**src/common/adcirq_regs.vh**
```
// Register map, field positions and reset values of the converter
// interrupt and result register bank.
// Assumes byte addresses on a 32-bit register port.
`ifndef ADCIRQ_REGS_VH
`define ADCIRQ_REGS_VH

// ==========================================================
// Offsets
`define ADCIRQ_ADDR_W 8
`define ADCIRQ_OFF_FLAGS 8'h18
`define ADCIRQ_OFF_FLAG_CLEAR 8'h1c
`define ADCIRQ_OFF_ENABLE_SET 8'h20
`define ADCIRQ_OFF_ENABLE_CLEAR 8'h24
`define ADCIRQ_OFF_MASK_VIEW 8'h28
`define ADCIRQ_OFF_LAST_RESULT 8'h2c
`define ADCIRQ_OFF_CHAN_PRESENCE 8'h30

// ==========================================================
// Flag bit positions
`define ADCIRQ_BIT_COMPARE_ELSE 14
`define ADCIRQ_BIT_GREATER_THAN 13
`define ADCIRQ_BIT_LESS_THAN 12
`define ADCIRQ_BIT_BUSY 9
`define ADCIRQ_BIT_READY 8
`define ADCIRQ_BIT_CONTACT_LOST 5
`define ADCIRQ_BIT_PEN_CONTACT 4
`define ADCIRQ_BIT_OVERRUN 1
`define ADCIRQ_BIT_RESULT_READY 0
`define ADCIRQ_FLAG_MASK 32'h0000_7333
`define ADCIRQ_EDGE_MASK 32'h0000_7332

// ==========================================================
// Result fields and reset values
`define ADCIRQ_VALUE_W 12
`define ADCIRQ_CHAN_W 8
`define ADCIRQ_CHAN_LSB 16
`define ADCIRQ_RST_FLAGS 32'h0000_0000
`define ADCIRQ_RST_MASK 32'h0000_0000
`define ADCIRQ_RST_RESULT 32'h0000_0000
`define ADCIRQ_CHAN_PRESENCE_DEF 32'h0000_03ff

`endif

```
**src/logic/adcirq_sync2.v**
```verilog
// Two-flop synchroniser for a bus of levels.
// Assumes inputs come from outside the clk_i domain.
`timescale 1ns/10ps
`default_nettype none

module adcirq_sync2 #(
    parameter WIDTH = 1
) (
    // Clock and reset
    input wire clk_i,
    input wire rst_b_i,
    // Data
    input wire [WIDTH-1:0] d_i,
    output reg [WIDTH-1:0] q_o
);

    reg [WIDTH-1:0] meta_reg;

    always @(posedge clk_i or negedge rst_b_i) begin
        if (!rst_b_i) begin
            meta_reg <= {WIDTH{1'b0}};
            q_o <= {WIDTH{1'b0}};
        end else begin
            meta_reg <= d_i;
            q_o <= meta_reg;
        end
    end

endmodule

`default_nettype wire

```
**src/logic/adcirq_bank.v**
```verilog
// Interrupt flags, interrupt mask, last result and channel presence
// registers of the converter interface.
// Assumes live status levels and the result toggle come from the converter
// core, possibly from another clock, and are synchronised here.
//
// Notes on behaviour
// Flag bits: 14,13,12 compare; 9 busy; 8 ready; 5,4 contact; 1 overrun; 0 data.
// Non-data flags set on rising edge of live status, sticky until cleared.
// Data-ready flag sets when a new result is stored.
// Flags clear only by writing one to the clear port; flags read-only.
// Clear write drops both the flag and the request it drives.
// Zero bits written to clear, enable, disable ports change nothing.
// Writing one to enable port sets matching mask bit.
// Writing one to disable port clears matching mask bit.
// Mask view reads enabled sources as one, same layout as flags.
// Each conversion end loads 12-bit result into bits 11:0, held.
// Converted channel number stored in bits 23:16 with the result.
// Presence register returns one per implemented channel, 32 bits.
// Greater-than status reflects result above high value while compare on.
// Overrun status set after any overrun since sequence start.
// Interrupt output high while any flag and its mask bit are set.
//
// Our own choice: the plain strobed port.
`timescale 1ns/10ps
`default_nettype none
`include "adcirq_regs.vh"

module adcirq_bank #(
    parameter [31:0] CHAN_PRESENCE = `ADCIRQ_CHAN_PRESENCE_DEF
) (
    // Clock and reset
    input wire clk_i,
    input wire rst_b_i,
    // Register port
    input wire [`ADCIRQ_ADDR_W-1:0] addr_i,
    input wire [31:0] wdata_i,
    input wire wr_i,
    input wire rd_i,
    output reg [31:0] rdata_o,
    // Live status levels from converter core, bit layout of the flags
    input wire [31:0] live_status_i,
    // Conversion result, toggles once per finished conversion
    input wire result_toggle_i,
    input wire [`ADCIRQ_VALUE_W-1:0] result_value_i,
    input wire [`ADCIRQ_CHAN_W-1:0] result_channel_i,
    // Interrupt request
    output reg irq_o
);

    // ==========================================================
    // Synchronisers
    // The result bus is held stable by the core for many cycles after
    // the toggle, so it is sampled only once the toggle has crossed.
    wire [31:0] status_sync;
    wire toggle_sync;
    wire [`ADCIRQ_VALUE_W+`ADCIRQ_CHAN_W-1:0] result_sync;

    adcirq_sync2 #(
        .WIDTH(32)
    ) u_sync_status (
        .clk_i(clk_i),
        .rst_b_i(rst_b_i),
        .d_i(live_status_i),
        .q_o(status_sync)
    );

    adcirq_sync2 #(
        .WIDTH(1)
    ) u_sync_toggle (
        .clk_i(clk_i),
        .rst_b_i(rst_b_i),
        .d_i(result_toggle_i),
        .q_o(toggle_sync)
    );

    adcirq_sync2 #(
        .WIDTH(`ADCIRQ_VALUE_W+`ADCIRQ_CHAN_W)
    ) u_sync_result (
        .clk_i(clk_i),
        .rst_b_i(rst_b_i),
        .d_i({result_channel_i, result_value_i}),
        .q_o(result_sync)
    );

    // ==========================================================
    // State
    reg [31:0] status_prev_reg;
    reg toggle_prev_reg;
    reg [31:0] flags_reg;
    reg [31:0] flags_next;
    reg [31:0] mask_reg;
    reg [31:0] mask_next;
    reg [`ADCIRQ_VALUE_W-1:0] value_reg;
    reg [`ADCIRQ_CHAN_W-1:0] chan_reg;

    wire conv_done;
    wire [31:0] rise;
    wire wr_clear;
    wire wr_en_set;
    wire wr_en_clr;

    assign conv_done = toggle_sync ^ toggle_prev_reg;
    // Overrun and greater-than arrive already qualified by the core, so
    // their edges are taken like any other live status bit.
    assign rise = status_sync & ~status_prev_reg & `ADCIRQ_EDGE_MASK;
    assign wr_clear = wr_i && (addr_i == `ADCIRQ_OFF_FLAG_CLEAR);
    assign wr_en_set = wr_i && (addr_i == `ADCIRQ_OFF_ENABLE_SET);
    assign wr_en_clr = wr_i && (addr_i == `ADCIRQ_OFF_ENABLE_CLEAR);

    // ==========================================================
    // Flags and mask next state
    // Set wins over a clear in the same cycle so no event is lost.
    always @* begin
        flags_next = flags_reg;
        if (wr_clear) begin
            flags_next = flags_next & ~wdata_i;
        end
        flags_next = flags_next | rise;
        if (conv_done) begin
            flags_next[`ADCIRQ_BIT_RESULT_READY] = 1'b1;
        end
        flags_next = flags_next & `ADCIRQ_FLAG_MASK;
    end

    always @* begin
        mask_next = mask_reg;
        if (wr_en_set) begin
            mask_next = mask_next | wdata_i;
        end else if (wr_en_clr) begin
            mask_next = mask_next & ~wdata_i;
        end
        mask_next = mask_next & `ADCIRQ_FLAG_MASK;
    end

    // ==========================================================
    // Registers
    always @(posedge clk_i or negedge rst_b_i) begin
        if (!rst_b_i) begin
            status_prev_reg <= 32'h0000_0000;
            toggle_prev_reg <= 1'b0;
            flags_reg <= `ADCIRQ_RST_FLAGS;
            mask_reg <= `ADCIRQ_RST_MASK;
            value_reg <= 12'h000;
            chan_reg <= 8'h00;
            irq_o <= 1'b0;
        end else begin
            status_prev_reg <= status_sync;
            toggle_prev_reg <= toggle_sync;
            flags_reg <= flags_next;
            mask_reg <= mask_next;
            if (conv_done) begin
                value_reg <= result_sync[`ADCIRQ_VALUE_W-1:0];
                chan_reg <= result_sync[`ADCIRQ_VALUE_W+`ADCIRQ_CHAN_W-1:`ADCIRQ_VALUE_W];
            end
            irq_o <= |(flags_next & mask_next);
        end
    end

    // ==========================================================
    // Read port: unmapped and write-only addresses read zero
    always @(posedge clk_i or negedge rst_b_i) begin
        if (!rst_b_i) begin
            rdata_o <= 32'h0000_0000;
        end else if (rd_i) begin
            if (addr_i == `ADCIRQ_OFF_FLAGS) begin
                rdata_o <= flags_reg;
            end else if (addr_i == `ADCIRQ_OFF_MASK_VIEW) begin
                rdata_o <= mask_reg;
            end else if (addr_i == `ADCIRQ_OFF_LAST_RESULT) begin
                rdata_o <= {8'h00, chan_reg, 4'h0, value_reg};
            end else if (addr_i == `ADCIRQ_OFF_CHAN_PRESENCE) begin
                rdata_o <= CHAN_PRESENCE;
            end else begin
                rdata_o <= 32'h0000_0000;
            end
        end else begin
            rdata_o <= 32'h0000_0000;
        end
    end

endmodule

`default_nettype wire

```
**config.mk**
```make
export PLATFORM = sky130hd
export DESIGN_NAME = adcirq_bank
export DESIGN_NICKNAME = d
export VERILOG_FILES = /design/src/logic/adcirq_sync2.v /design/src/logic/adcirq_bank.v
export VERILOG_INCLUDE_DIRS = /design/src /design/src/common
export SDC_FILE = /design/constraint.sdc
export NUM_CORES = 1
export LEC_CHECK = 0
export ABC_AREA = 1
export BUFFER_PORTS_ARGS = -buffer_cell sky130_fd_sc_hd__buf_2
export CAP_MARGIN = 20
export CORE_MARGIN = 2
export CORE_UTILIZATION = 32
export CTS_CLUSTER_SIZE = 14
export DETAILED_ROUTE_END_ITERATION = 8
export MAX_ROUTING_LAYER = met4
export SETUP_SLACK_MARGIN = 0.05
export SYNTH_ARGS = -nofsm -noshare
export SYNTH_HDL_FRONTEND = slang
export SYNTH_SLANG_ARGS = --single-unit
```
**constraint.sdc**
```tcl
create_clock -name clk_i -period 1.18 [get_ports clk_i]
set_input_delay 0.295 -clock clk_i [delete_from_list [all_inputs] [get_ports clk_i]]
set_output_delay 0.295 -clock clk_i [all_outputs]
set_load 0.03 [all_outputs]
```
==> results of run 1 <==
==> cell usage in the layout (no fill, tap or decap), types with 12 or more instances in the layout <==
cell type,instances
sky130_fd_sc_hd__buf_2,48
sky130_fd_sc_hd__inv_1,15
sky130_fd_sc_hd__nand2_1,71
sky130_fd_sc_hd__dfrtp_1,129
sky130_fd_sc_hd__clkbuf_16,17
sky130_fd_sc_hd__nor2_1,22
sky130_fd_sc_hd__buf_4,17
sky130_fd_sc_hd__dlygate4sd3_1,30
sky130_fd_sc_hd__buf_6,26
sky130_fd_sc_hd__mux2_4,12
sky130_fd_sc_hd__nand3_1,27
==> through the flow <==
step / utilization, % / setup TNS [ns] / instance area [µm²] / instances / total power [mW]
2_1_floorplan: - / -0.779 / 4720 / 371 / 5.24
3_3_place_gp: 38.5 / -10.20 / 5340 / 625 / 5.54
3_5_place_dp: 38.5 / -10.73 / 5340 / 625 / 5.56
4_1_cts: 46.7 / -3.52 / 6480 / 690 / 11.2
5_1_grt: 47.1 / -4.57 / 6530 / 695 / 11.5
6_report: 47.1 / -2.55 / 6530 / 695 / 11.1
==> metal layers <==
layer	track usage, %	vias up	routed length [µm]
met1	16.6	1478	4130
met2	21.2	68	4790
met4	6.32	0	114
met3	4.47	10	424
met5	-	-	0
li1	-	1439	-
==> what timing repair did <==
item,4_1_cts,5_1_grt
gates cloned,1,1
hold endpoints to repair,44,0
resized for setup,53,7
endpoints found under the setup margin,46,46
hold buffers,30,0
buffers inserted,3,2
pin swaps,5,0
==> Yosys cell counts, drive strengths merged <==
cell type  instances
nor2              32
nand2             85
buf               15
nand4              1
conb               1
clkinv             1
a31oi              6
xnor2              1
o21ai             17
inv               21
a21oi              3
nand3             30
nor3               1
dfrtp            129
mux2              20
==> worst min-delay path, stage by stage <==
cell	delay (ns)
sky130_fd_sc_hd__buf_2	0.09
sky130_fd_sc_hd__nand2_1	0.06
sky130_fd_sc_hd__nand2_2	0.06
==> how the worst max path moves through the flow <==
stage	slack, ns	from	end
floorplan	-0.05	addr_i[7]	rdata_o[0]$_DFF_PN0_
global placement	-0.36	addr_i[7]	rdata_o[9]$_DFF_PN0_
detailed placement	-0.39	addr_i[7]	rdata_o[9]$_DFF_PN0_
CTS	-0.13	toggle_prev_reg$_DFF_PN0_	value_reg[6]$_DFFE_PN0P_
global route	-0.18	toggle_prev_reg$_DFF_PN0_	irq_o$_DFF_PN0_
finish	-0.12	toggle_prev_reg$_DFF_PN0_	chan_reg[4]$_DFFE_PN0P_
==> final cells by class <==
type / instances / area share [%]
antenna: 2 / 0.0766
clock buffer: 18 / 6.72
clock inverter: 13 / 2.87
inverter: 22 / 1.72
multi-input combinational: 206 / 19.8
sequential: 129 / 49.4
tap: 180 / 3.45
timing repair buffer: 125 / 15.9
==> power groups by stage <==
stage	registers, mW	clock network (mW)	logic, mW
after CTS	4.80	5.58	0.815
final	4.80	5.44	0.819
after floorplan	4.86	0	0.386
after global routing	4.82	5.77	0.900
after global placement	4.86	0	0.683
after detailed placement	4.87	0	0.697
==> kinds of logic after synthesis <==
group,count (synthesis)
AO/OA/AOI/OAI,26
flip-flops,129
AND/OR/NAND/NOR,149
multiplexers,20
XOR/XNOR,1
other,1
buffers and inverters,37
==> out/summary.md, run 1 <==
### Outcome
- finished, violations left — status
- setup timing — violations in the final reports

### Floorplan
- 43 — number of placement rows
- 0.0152 mm² — Total Die Area
- 123 µm — Die H
- 0.0139 mm² — CORE AREA
- 123 µm — width of the die
- 32.8% — Initial Utilization
- 130 — number of I/O pins

### Pwr
- 1690 mW/mm² — power per standard cell area
- 7.4% — fraction of power consumed by combinational cells
- 0.845 mV — largest vdd supply drop
- 49.2% — Clk network pwr share
- 3.16 nW — standby leakage power
- 2.40 mW — net switching power figure
- 21.7% — switching portion of total power
- 8.66 mW — Cell Int Power
- 43.4% — sequential cell fraction of total power

### Final layout
- 1256 — Fill cells
- 0.00323 mm² — area used by sequential logic in the layout
- 598 — count of nets after finishing
- 0.00129 mm² — Multi-input gate area
- 43.4% — Syn-to-layout area delta
- 37.4% — layout cell share with drive strength beyond 1
- 23 — max FFs per register

### Global route
- 38 — pin count of the biggest net entering global routing
- 0 — total overflow reported by the global router
- 13.8% — overall fraction of global-route tracks in use
- 3072 — vias in the first global route
- 15.1 mm — wire length of the first global-routing pass
- 2 — number of antenna violations at the first check in global routing

### Drt
- 4.31 — vias per cell
- 13.6 µm — average wire length per cell after detail routing
- 143 — DRT iter0 DRCs
- 4 — detailed-routing iteration count for the pre-antenna-repair pass
- 0 — antenna-violating nets left
- 2995 — number of vias after detailed routing
- 9.46 mm — overall routed net length
- 0 — post-route DRC violation count

### Synthesis
- 0% — share of synthesized cell area in full adder, half adder and majority cells
- sky130_fd_sc_hd__dfrtp_1, sky130_fd_sc_hd__nand2_1, sky130_fd_sc_hd__mux2_2 — top cells by area in the synthesized netlist
- 70.9% — proportion of synthesized chip area in sequential cells
- 0 — count of yosys warnings during synthesis
- 363 — synthesized netlist cell count
- 4.94% — mux contribution to synthesized area
- 15.8% — Simple-Gate Fraction of Synth Area
- 0.00456 mm² — area of the mapped netlist
- 0.192% — Post-Synth XOR/XNOR Area
- 28 — library cells used by synthesis
- simple AND/OR/NAND/NOR gates — dominant combinational cell family by area after synthesis
- 3.93% — synthesized-area fraction occupied by ao, oa, aoi and oai cells
- sky130_fd_sc_hd__dfrtp_1 — cell type contributing the most total cell area after synthesis
- 70.9% — area share of the largest cell type after synthesis
- 12.5 µm² — Avg Cell Area, Syn
- 129 — synthesis-stage register bit count

### Placement
- 6.30 mm — HPWL reported at the end of detailed placement
- 73 — # port buffers
- -0.394 ns — post-placement worst setup slack
- 0.819 — GPL Wtd Cong

### Worst setup path
- flip-flop to flip-flop — Setup Crit Path Kind
- chan_reg[4]$_DFFE_PN0P_ — Reg-to-Reg End
- 1.47 ns — required time of the critical path
- xnor2_2 -> buf_4 -> buf_4 -> mux2_4 — crit-path cells
- 4 — total stage count of the critical path
- sky130_fd_sc_hd__dfrtp_1 — critical-path cell with the highest stage delay
- toggle_prev_reg$_DFF_PN0_ — worst r2r src
- 5 — maximum fanout along the worst path
- 4 — logic depth of the worst register-to-register path
- flip-flop — category of the worst setup path launch point
- 2 — buffers plus inverters on the worst setup path
- flip-flop — Crit. End Element
- flip-flops — CP delay by family, top
- 0.39 ns — Critical Path Max Stage Delay
- 1.59 ns — critical path arrival
- -0.12 ns — worst reg2reg setup slack
- sky130_fd_sc_hd__buf_4 — Top cell by count, worst path

### Timing
- 1.30 ns — Period minus WS final
- 0.119 ns — worst hold slack
- 0.771 GHz — timing-limited maximum frequency
- 110% — part of the cycle the worst path needs
- 0 — endpoints failing hold
- 0.00817 ns — Setup Skew
- 46 — final setup fails
- -0.117 ns — setup slack after layout
- true — setup repair after global routing missed its margin
- 0 — max-slew violations

### CTS
- 17 — Num CTS Buffers
- sky130_fd_sc_hd__clkbuf_16 — clock root buffer master
- 0.06 ns — Clock transition at path regs
- 4 — count of H-tree levels built during CTS
- done — TritonCTS clock tree
- 2 — worst-case clock buffer depth
- 0.41 ns — source-to-sink clock delay at the later pin of the worst-skew pair
- 129 — number of clock sinks

### Worst hold path
- wdata_i[9] — critical hold path startpoint
- 3 — hold-critical path depth
- mask_reg[9]$_DFF_PN0_ — sink of the worst hold path
- input pin to flip-flop — Hold WC Path Type

### Flow run
- 0 — max-cap check violation count

Power figures use the tool's default switching activity.
==> run 2, diff against run 1 <==
CORE_UTILIZATION = 45   (was 32)
PLACE_DENSITY = 0.73   (was unset)
==> run 2 against run 1 <==
The run still ends with setup timing left. First-iteration DRC count increased by 5.6%. Sequential power barely moved. Via count increased by 1.1%. Critical path type is now flip-flop to output port. Critical endpoint is now irq_o. Largest cell class unchanged. Highest routed layer unchanged.
==> out/summary.md, run 2 (same netlist as run 1, synthesis figures left out) <==
### CTS
- done — TritonCTS clock tree
- 4 — count of H-tree levels built during CTS, unchanged
- 129 — number of clock sinks, unchanged
- 17 — Num CTS Buffers, unchanged
- 2 — worst-case clock buffer depth, unchanged
- sky130_fd_sc_hd__clkbuf_8 — clock root buffer master
- 0.51 ns — source-to-sink clock delay at the later pin of the worst-skew pair, +0.10 ns
- 0.06 ns — Clock transition at path regs, about the same

### Global route
- 19.1% — overall fraction of global-route tracks in use, +5.3 points
- 1 — number of antenna violations at the first check in global routing, -1
- 3348 — vias in the first global route, +9.0%
- 0 — total overflow reported by the global router, unchanged
- 37 — pin count of the biggest net entering global routing, -2.6%
- 15.6 mm — wire length of the first global-routing pass, +3.4%

### Drt
- 9.15 mm — overall routed net length, -3.3%
- 4.72 — vias per cell, +9.4%
- 0 — post-route DRC violation count, unchanged
- met4 — highest signal layer in the routed design
- 0 — antenna-violating nets left, unchanged
- 4.59 mm — met2 routed WL, -4.2%
- 151 — DRT iter0 DRCs, +5.6%
- 14.3 µm — average wire length per cell after detail routing, +4.7%
- 4 — detailed-routing iteration count for the pre-antenna-repair pass, unchanged
- 511 µm — length of routed met3 wiring, +21%
- 3028 — number of vias after detailed routing, +1.1%
- 3.84 mm — met1 wire length, -7.1%

### Final layout
- 65.9% — utilization after layout, +19 points
- 593 — count of nets after finishing, -0.84%
- 732 — Fill cells, -42%
- 642 — final standard cell count with taps included and fillers excluded, -7.6%
- 42.0% — Syn-to-layout area delta
- 23 — max FFs per register, unchanged
- sky130_fd_sc_hd__dfrtp_1 — most frequent standard cell in the layout excluding fill and tap cells
- 36.8% — layout cell share with drive strength beyond 1, -0.62 points
- sky130_fd_sc_hd__dfrtp_1, sky130_fd_sc_hd__nand2_1, sky130_fd_sc_hd__buf_2 — most frequent cells in the layout

### Floorplan
- 0.00982 mm² — CORE AREA, -29%
- 46.4% — Initial Utilization, +14 points
- 105 µm — width of the die, -15%
- 0.0109 mm² — Total Die Area, -28%
- 130 — number of I/O pins, unchanged
- 36 — number of placement rows, -16%
- 105 µm — Die H, -15%

### Placement
- 73 — # port buffers, unchanged
- -0.450 ns — post-placement worst setup slack, -0.0557 ns
- 0.863 — GPL Wtd Cong, +5.3%
- 5.92 mm — HPWL reported at the end of detailed placement, -5.9%
- 577 — Post-Place Cells, -7.7%

### Timing
- 0.00691 ns — Setup Skew, -0.00126 ns
- -0.164 ns — setup slack after layout, -0.0478 ns
- 114% — part of the cycle the worst path needs, +4.1 points
- 0.0325 ns — worst hold slack, -0.0865 ns
- 0.744 GHz — timing-limited maximum frequency, -3.6%
- 45 — final setup fails, -2.2%
- 0 — endpoints failing hold, unchanged
- 1.34 ns — Period minus WS final, +0.0478 ns
- true — setup repair after global routing missed its margin
- 0 — max-slew violations, unchanged

### Worst setup path
- flip-flop to output port — Setup Crit Path Kind
- flip-flops — CP delay by family, top
- 1.05 ns — critical path arrival, -0.54 ns
- output port — Crit. End Element
- sky130_fd_sc_hd__dfrtp_1 — critical-path cell with the highest stage delay
- 0.88 ns — required time of the critical path, -0.59 ns
- 1 — buffers plus inverters on the worst setup path, -1
- 1 — maximum fanout along the worst path, -4
- 0.40 ns — Critical Path Max Stage Delay, about the same
- buf_6 — crit-path cells
- flip-flop — category of the worst setup path launch point

### Worst hold path
- input pin to flip-flop — Hold WC Path Type

### Pwr
- 11.2 mW — total power consumption of the routed design, +1.5%
- 1730 mW/mm² — power per standard cell area, +2.4%
- 3.17 nW — standby leakage power, +0.39%
- 1.03 mV — largest vdd supply drop, +22%

### Outcome
- finished, violations left — status
- setup timing — violations in the final reports

### Flow run
- 0 — max-cap check violation count, unchanged

[run 2: worst paths after layout]
path                                                           from                              endpoint  slack [ns]  cells after the start
worst max-delay path                                irq_o$_DFF_PN0_                                 irq_o       -0.16                      1
worst min-delay path                                     wdata_i[9]                 mask_reg[9]$_DFF_PN0_        0.03                      3
worst max register to register          u_sync_toggle.q_o$_DFF_PN0_                       irq_o$_DFF_PN0_       -0.13                      8
worst min register to register  u_sync_status.meta_reg[1]$_DFF_PN0_        u_sync_status.q_o[1]$_DFF_PN0_        0.34                      0
min in group asynchronous                                   rst_b_i       u_sync_result.q_o[17]$_DFF_PN0_        0.21                      2
max in group asynchronous                                   rst_b_i  u_sync_result.meta_reg[10]$_DFF_PN0_        0.50                      3
[run 2: layer usage]
| metal | vias to the layer above | track usage, % |
|---|---|---|
| li1 | 1423 | - |
| met1 | 1480 | 22.8 |
| met2 | 102 | 29.9 |
| met3 | 23 | 5.24 |
| met4 | 0 | 10.0 |
| met5 | - | - |
[run 2: timing repair]
item | 4_1_cts | 5_1_grt
setup buffers | 2 | 0
hold endpoints to repair | 158 | 0
pin swaps | 4 | 2
resized for setup | 67 | 3
endpoints found under the setup margin | 45 | 45
hold buffers | 30 | 0
cloned | 1 | 0
[run 2: per-stage QoR]
step / setup TNS [ns] / instance area (µm²)
3_5_place_dp: -10.14 / 5280
6_report: -5.31 / 6470
4_1_cts: -5.46 / 6460
5_1_grt: -7.40 / 6470
2_1_floorplan: -0.779 / 4720
3_3_place_gp: -9.09 / 5280
[run 2: layout make-up]
class	count	area, µm²	area share [%]
Inverter	22	113	1.74
Clock buffer	21	459	7.10
Clock inverter	10	181	2.80
Antenna cell	1	2.50	0.0387
Timing Repair Buffer	121	1010	15.6
Tap cell	133	166	2.57
Sequential cell	129	3230	49.9
Multi-Input combinational cell	205	1310	20.2
[run 2: power breakdown]
| part | switching, mW | internal [mW] |
|---|---|---|
| Combinational | 0.422 | 0.438 |
| Sequential | 0.128 | 4.68 |
| Clock | 1.77 | 3.79 |
==> run 3, diff against run 2 <==
CORE_ASPECT_RATIO = 2   (was unset)
PLACE_DENSITY = 0.71   (was 0.73)
SETUP_SLACK_MARGIN = 0.4   (was 0.05)
clock period = 1.4 ns   (was 1.18 ns; I/O delays follow)
==> run 3 against run 2 <==
The run now ends clean. Sequential cell count stayed put. Via count is 0.20% higher. Register-to-register slack better by 0.18 ns. Clock power is 21% lower. Sequential share of layout area is 0.79 points lower. Critical path type is now flip-flop to flip-flop. Highest routed layer unchanged.
==> out/summary.md, run 3 (same netlist as run 1, synthesis figures left out) <==
### Pwr
- 1390 mW/mm² — power per standard cell area, -20%
- 2.11 mW — net switching power figure, -9.0%
- 7.9% — fraction of power consumed by combinational cells, +0.2 points
- 3.13 nW — standby leakage power, -1.2%
- 47.8% — Clk network pwr share, -1.7 points
- 1.44 mV — largest vdd supply drop, +40%
- 7.03 mW — Cell Int Power, -21%
- 44.3% — sequential cell fraction of total power, +1.5 points
- 23.1% — switching portion of total power, +2.4 points

### Worst setup path
- 1.69 ns — required time of the critical path, +0.81 ns
- flip-flop to flip-flop — Setup Crit Path Kind
- xnor2_4 -> buf_6 -> mux2_4 — crit-path cells
- flip-flop — category of the worst setup path launch point
- 0.44 ns — Critical Path Max Stage Delay, +0.04 ns
- 1 — buffers plus inverters on the worst setup path, unchanged
- 1.63 ns — critical path arrival, +0.58 ns
- sky130_fd_sc_hd__dfrtp_2 — critical-path cell with the highest stage delay
- flip-flop — Crit. End Element
- flip-flops — CP delay by family, top
- 0.05 ns — worst reg2reg setup slack, +0.18 ns
- 9 — maximum fanout along the worst path, +8

### CTS
- 129 — number of clock sinks, unchanged
- sky130_fd_sc_hd__clkbuf_16 — clock root buffer master
- 0.06 ns — Clock transition at path regs, about the same
- done — TritonCTS clock tree
- 4 — count of H-tree levels built during CTS, unchanged
- 0.41 ns — source-to-sink clock delay at the later pin of the worst-skew pair, -0.10 ns
- 2 — worst-case clock buffer depth, unchanged
- 17 — Num CTS Buffers, unchanged

### Timing
- 0.00734 ns — Setup Skew, +0.000429 ns
- 0.0454 ns — worst hold slack, +0.0129 ns
- 96.3% — part of the cycle the worst path needs
- true — setup repair after global routing missed its margin
- 0 — max-slew violations, unchanged
- 0 — endpoints failing hold, unchanged
- 0 — final setup fails, -100%
- 1.35 ns — Period minus WS final
- 0.742 GHz — timing-limited maximum frequency

### Final layout
- sky130_fd_sc_hd__dfrtp_1 — most frequent standard cell in the layout excluding fill and tap cells
- 44.4% — Syn-to-layout area delta
- 0 — Inserted Diodes, -1
- 579 — count of nets after finishing, -2.4%
- 630 — final standard cell count with taps included and fillers excluded, -1.9%
- 23 — max FFs per register, unchanged
- 65.6% — utilization after layout, -0.25 points
- 47.3% — layout cell share with drive strength beyond 1, +10 points
- sky130_fd_sc_hd__dfrtp_1, sky130_fd_sc_hd__nand2_1, sky130_fd_sc_hd__buf_2 — most frequent cells in the layout

### Floorplan
- 0.0100 mm² — CORE AREA, +2.0%
- 45.5% — Initial Utilization, -0.93 points
- 0.0110 mm² — Total Die Area, +0.44%
- 75.1 µm — width of the die, -28%
- 146 µm — Die H, +40%
- 130 — number of I/O pins, unchanged
- 52 — number of placement rows, +44%

### Drt
- 0 — post-route DRC violation count, unchanged
- 4 — detailed-routing iteration count for the pre-antenna-repair pass, unchanged
- 9.57 mm — overall routed net length, +4.5%
- 0 — antenna-violating nets left, unchanged
- 4.82 — vias per cell, +2.1%
- 209 — DRT iter0 DRCs, +38%
- 3034 — number of vias after detailed routing, +0.20%
- 15.2 µm — average wire length per cell after detail routing, +6.5%

### Flow run
- 0 — max-cap check violation count, unchanged

### Global route
- 0 — total overflow reported by the global router, unchanged
- 3196 — vias in the first global route, -4.5%
- 14.9 mm — wire length of the first global-routing pass, -4.6%
- 0 — number of antenna violations at the first check in global routing, -1
- 19.0% — overall fraction of global-route tracks in use, -0.14 points
- 52 — pin count of the biggest net entering global routing, +41%

### Placement
- 581 — Post-Place Cells, +0.69%
- 0.843 — GPL Wtd Cong, -2.3%
- 73 — # port buffers, unchanged
- 5.93 mm — HPWL reported at the end of detailed placement, about the same

### Worst hold path
- input pin to flip-flop — Hold WC Path Type

### Outcome
- finished clean — status

[run 3: cell types whose count changed in the layout (fill, tap and decap cells not counted), moves of 5 or more]
| cell | delta |
|---|---|
| sky130_fd_sc_hd__buf_2 | -7 |
| sky130_fd_sc_hd__buf_6 | +12 |
| sky130_fd_sc_hd__dlygate4sd3_1 | -29 |
| sky130_fd_sc_hd__inv_6 | +6 |
| sky130_fd_sc_hd__nand3_1 | -9 |
| sky130_fd_sc_hd__nand3_2 | +8 |
| sky130_fd_sc_hd__nor2_1 | -6 |
| sky130_fd_sc_hd__nor2_4 | +5 |
| sky130_fd_sc_hd__o21ai_0 | -6 |
[run 3: area by class of cell]
type | count | area, µm²
clock buffer | 19 | 453
clock inverter | 13 | 150
fill | 738 | 3440
inverter | 22 | 124
multi-input combinational | 207 | 1540
sequential | 129 | 3230
tap | 135 | 169
timing repair buffer | 104 | 902
timing repair inverter | 1 | 7.51
[run 3: metal layers]
metal / global-route usage (%) / vias to the layer above / share of wire (%) / wire length, µm
met2: 30.6 / 125 / 55 / 5300
met3: 5.59 / 39 / 5.5 / 529
met4: 10.4 / 0 / 4.9 / 470
li1: - / 1398 / - / -
met5: - / - / 0 / 0
met1: 20.3 / 1472 / 34 / 3270
[run 3: path summary, 6_finish.rpt]
| kind | startpoint | endpoint | cells after the start |
|---|---|---|---|
| worst max-delay path | u_sync_toggle.q_o$_DFF_PN0_ | value_reg[2]$_DFFE_PN0P_ | 3 |
| worst min-delay path | result_toggle_i | u_sync_toggle.meta_reg$_DFF_PN0_ | 1 |
| worst max register to register | u_sync_toggle.q_o$_DFF_PN0_ | value_reg[2]$_DFFE_PN0P_ | 3 |
| worst min register to register | u_sync_status.meta_reg[5]$_DFF_PN0_ | u_sync_status.q_o[5]$_DFF_PN0_ | 0 |
| max in group asynchronous | rst_b_i | u_sync_result.meta_reg[14]$_DFF_PN0_ | 3 |
| min in group asynchronous | rst_b_i | u_sync_result.q_o[3]$_DFF_PN0_ | 2 |
[run 3: power groups by stage]
stage / combinational [mW] / sequential [mW] / clock (mW)
2_1_floorplan: 0.363 / 4.10 / 0
3_3_place_gp: 0.598 / 4.10 / 0
3_5_place_dp: 0.616 / 4.11 / 0
4_1_cts: 0.682 / 4.05 / 4.45
5_1_grt: 0.783 / 4.07 / 4.64
6_report: 0.719 / 4.05 / 4.37
[run 3: timing repair]
action	in CTS	in global routing
gates resized for setup	94	48
pin swaps	17	18
buffers inserted	7	5
endpoints found under the hold margin	9	0
endpoints found under the setup margin	69	68
cloned	3	1
hold buffers	1	0
[run 3: metrics by stage]
stage	setup slack [ns]	power (mW)	setup TNS, ns	area, µm²
after global placement	-0.294	4.69	-2.96	5340
after global routing	0.0195	9.49	0	6580
after CTS	0.0456	9.18	0	6330
after detailed placement	-0.313	4.73	-3.40	5340
final	0.0523	9.14	0	6580
after floorplan	0.117	4.46	0	4770
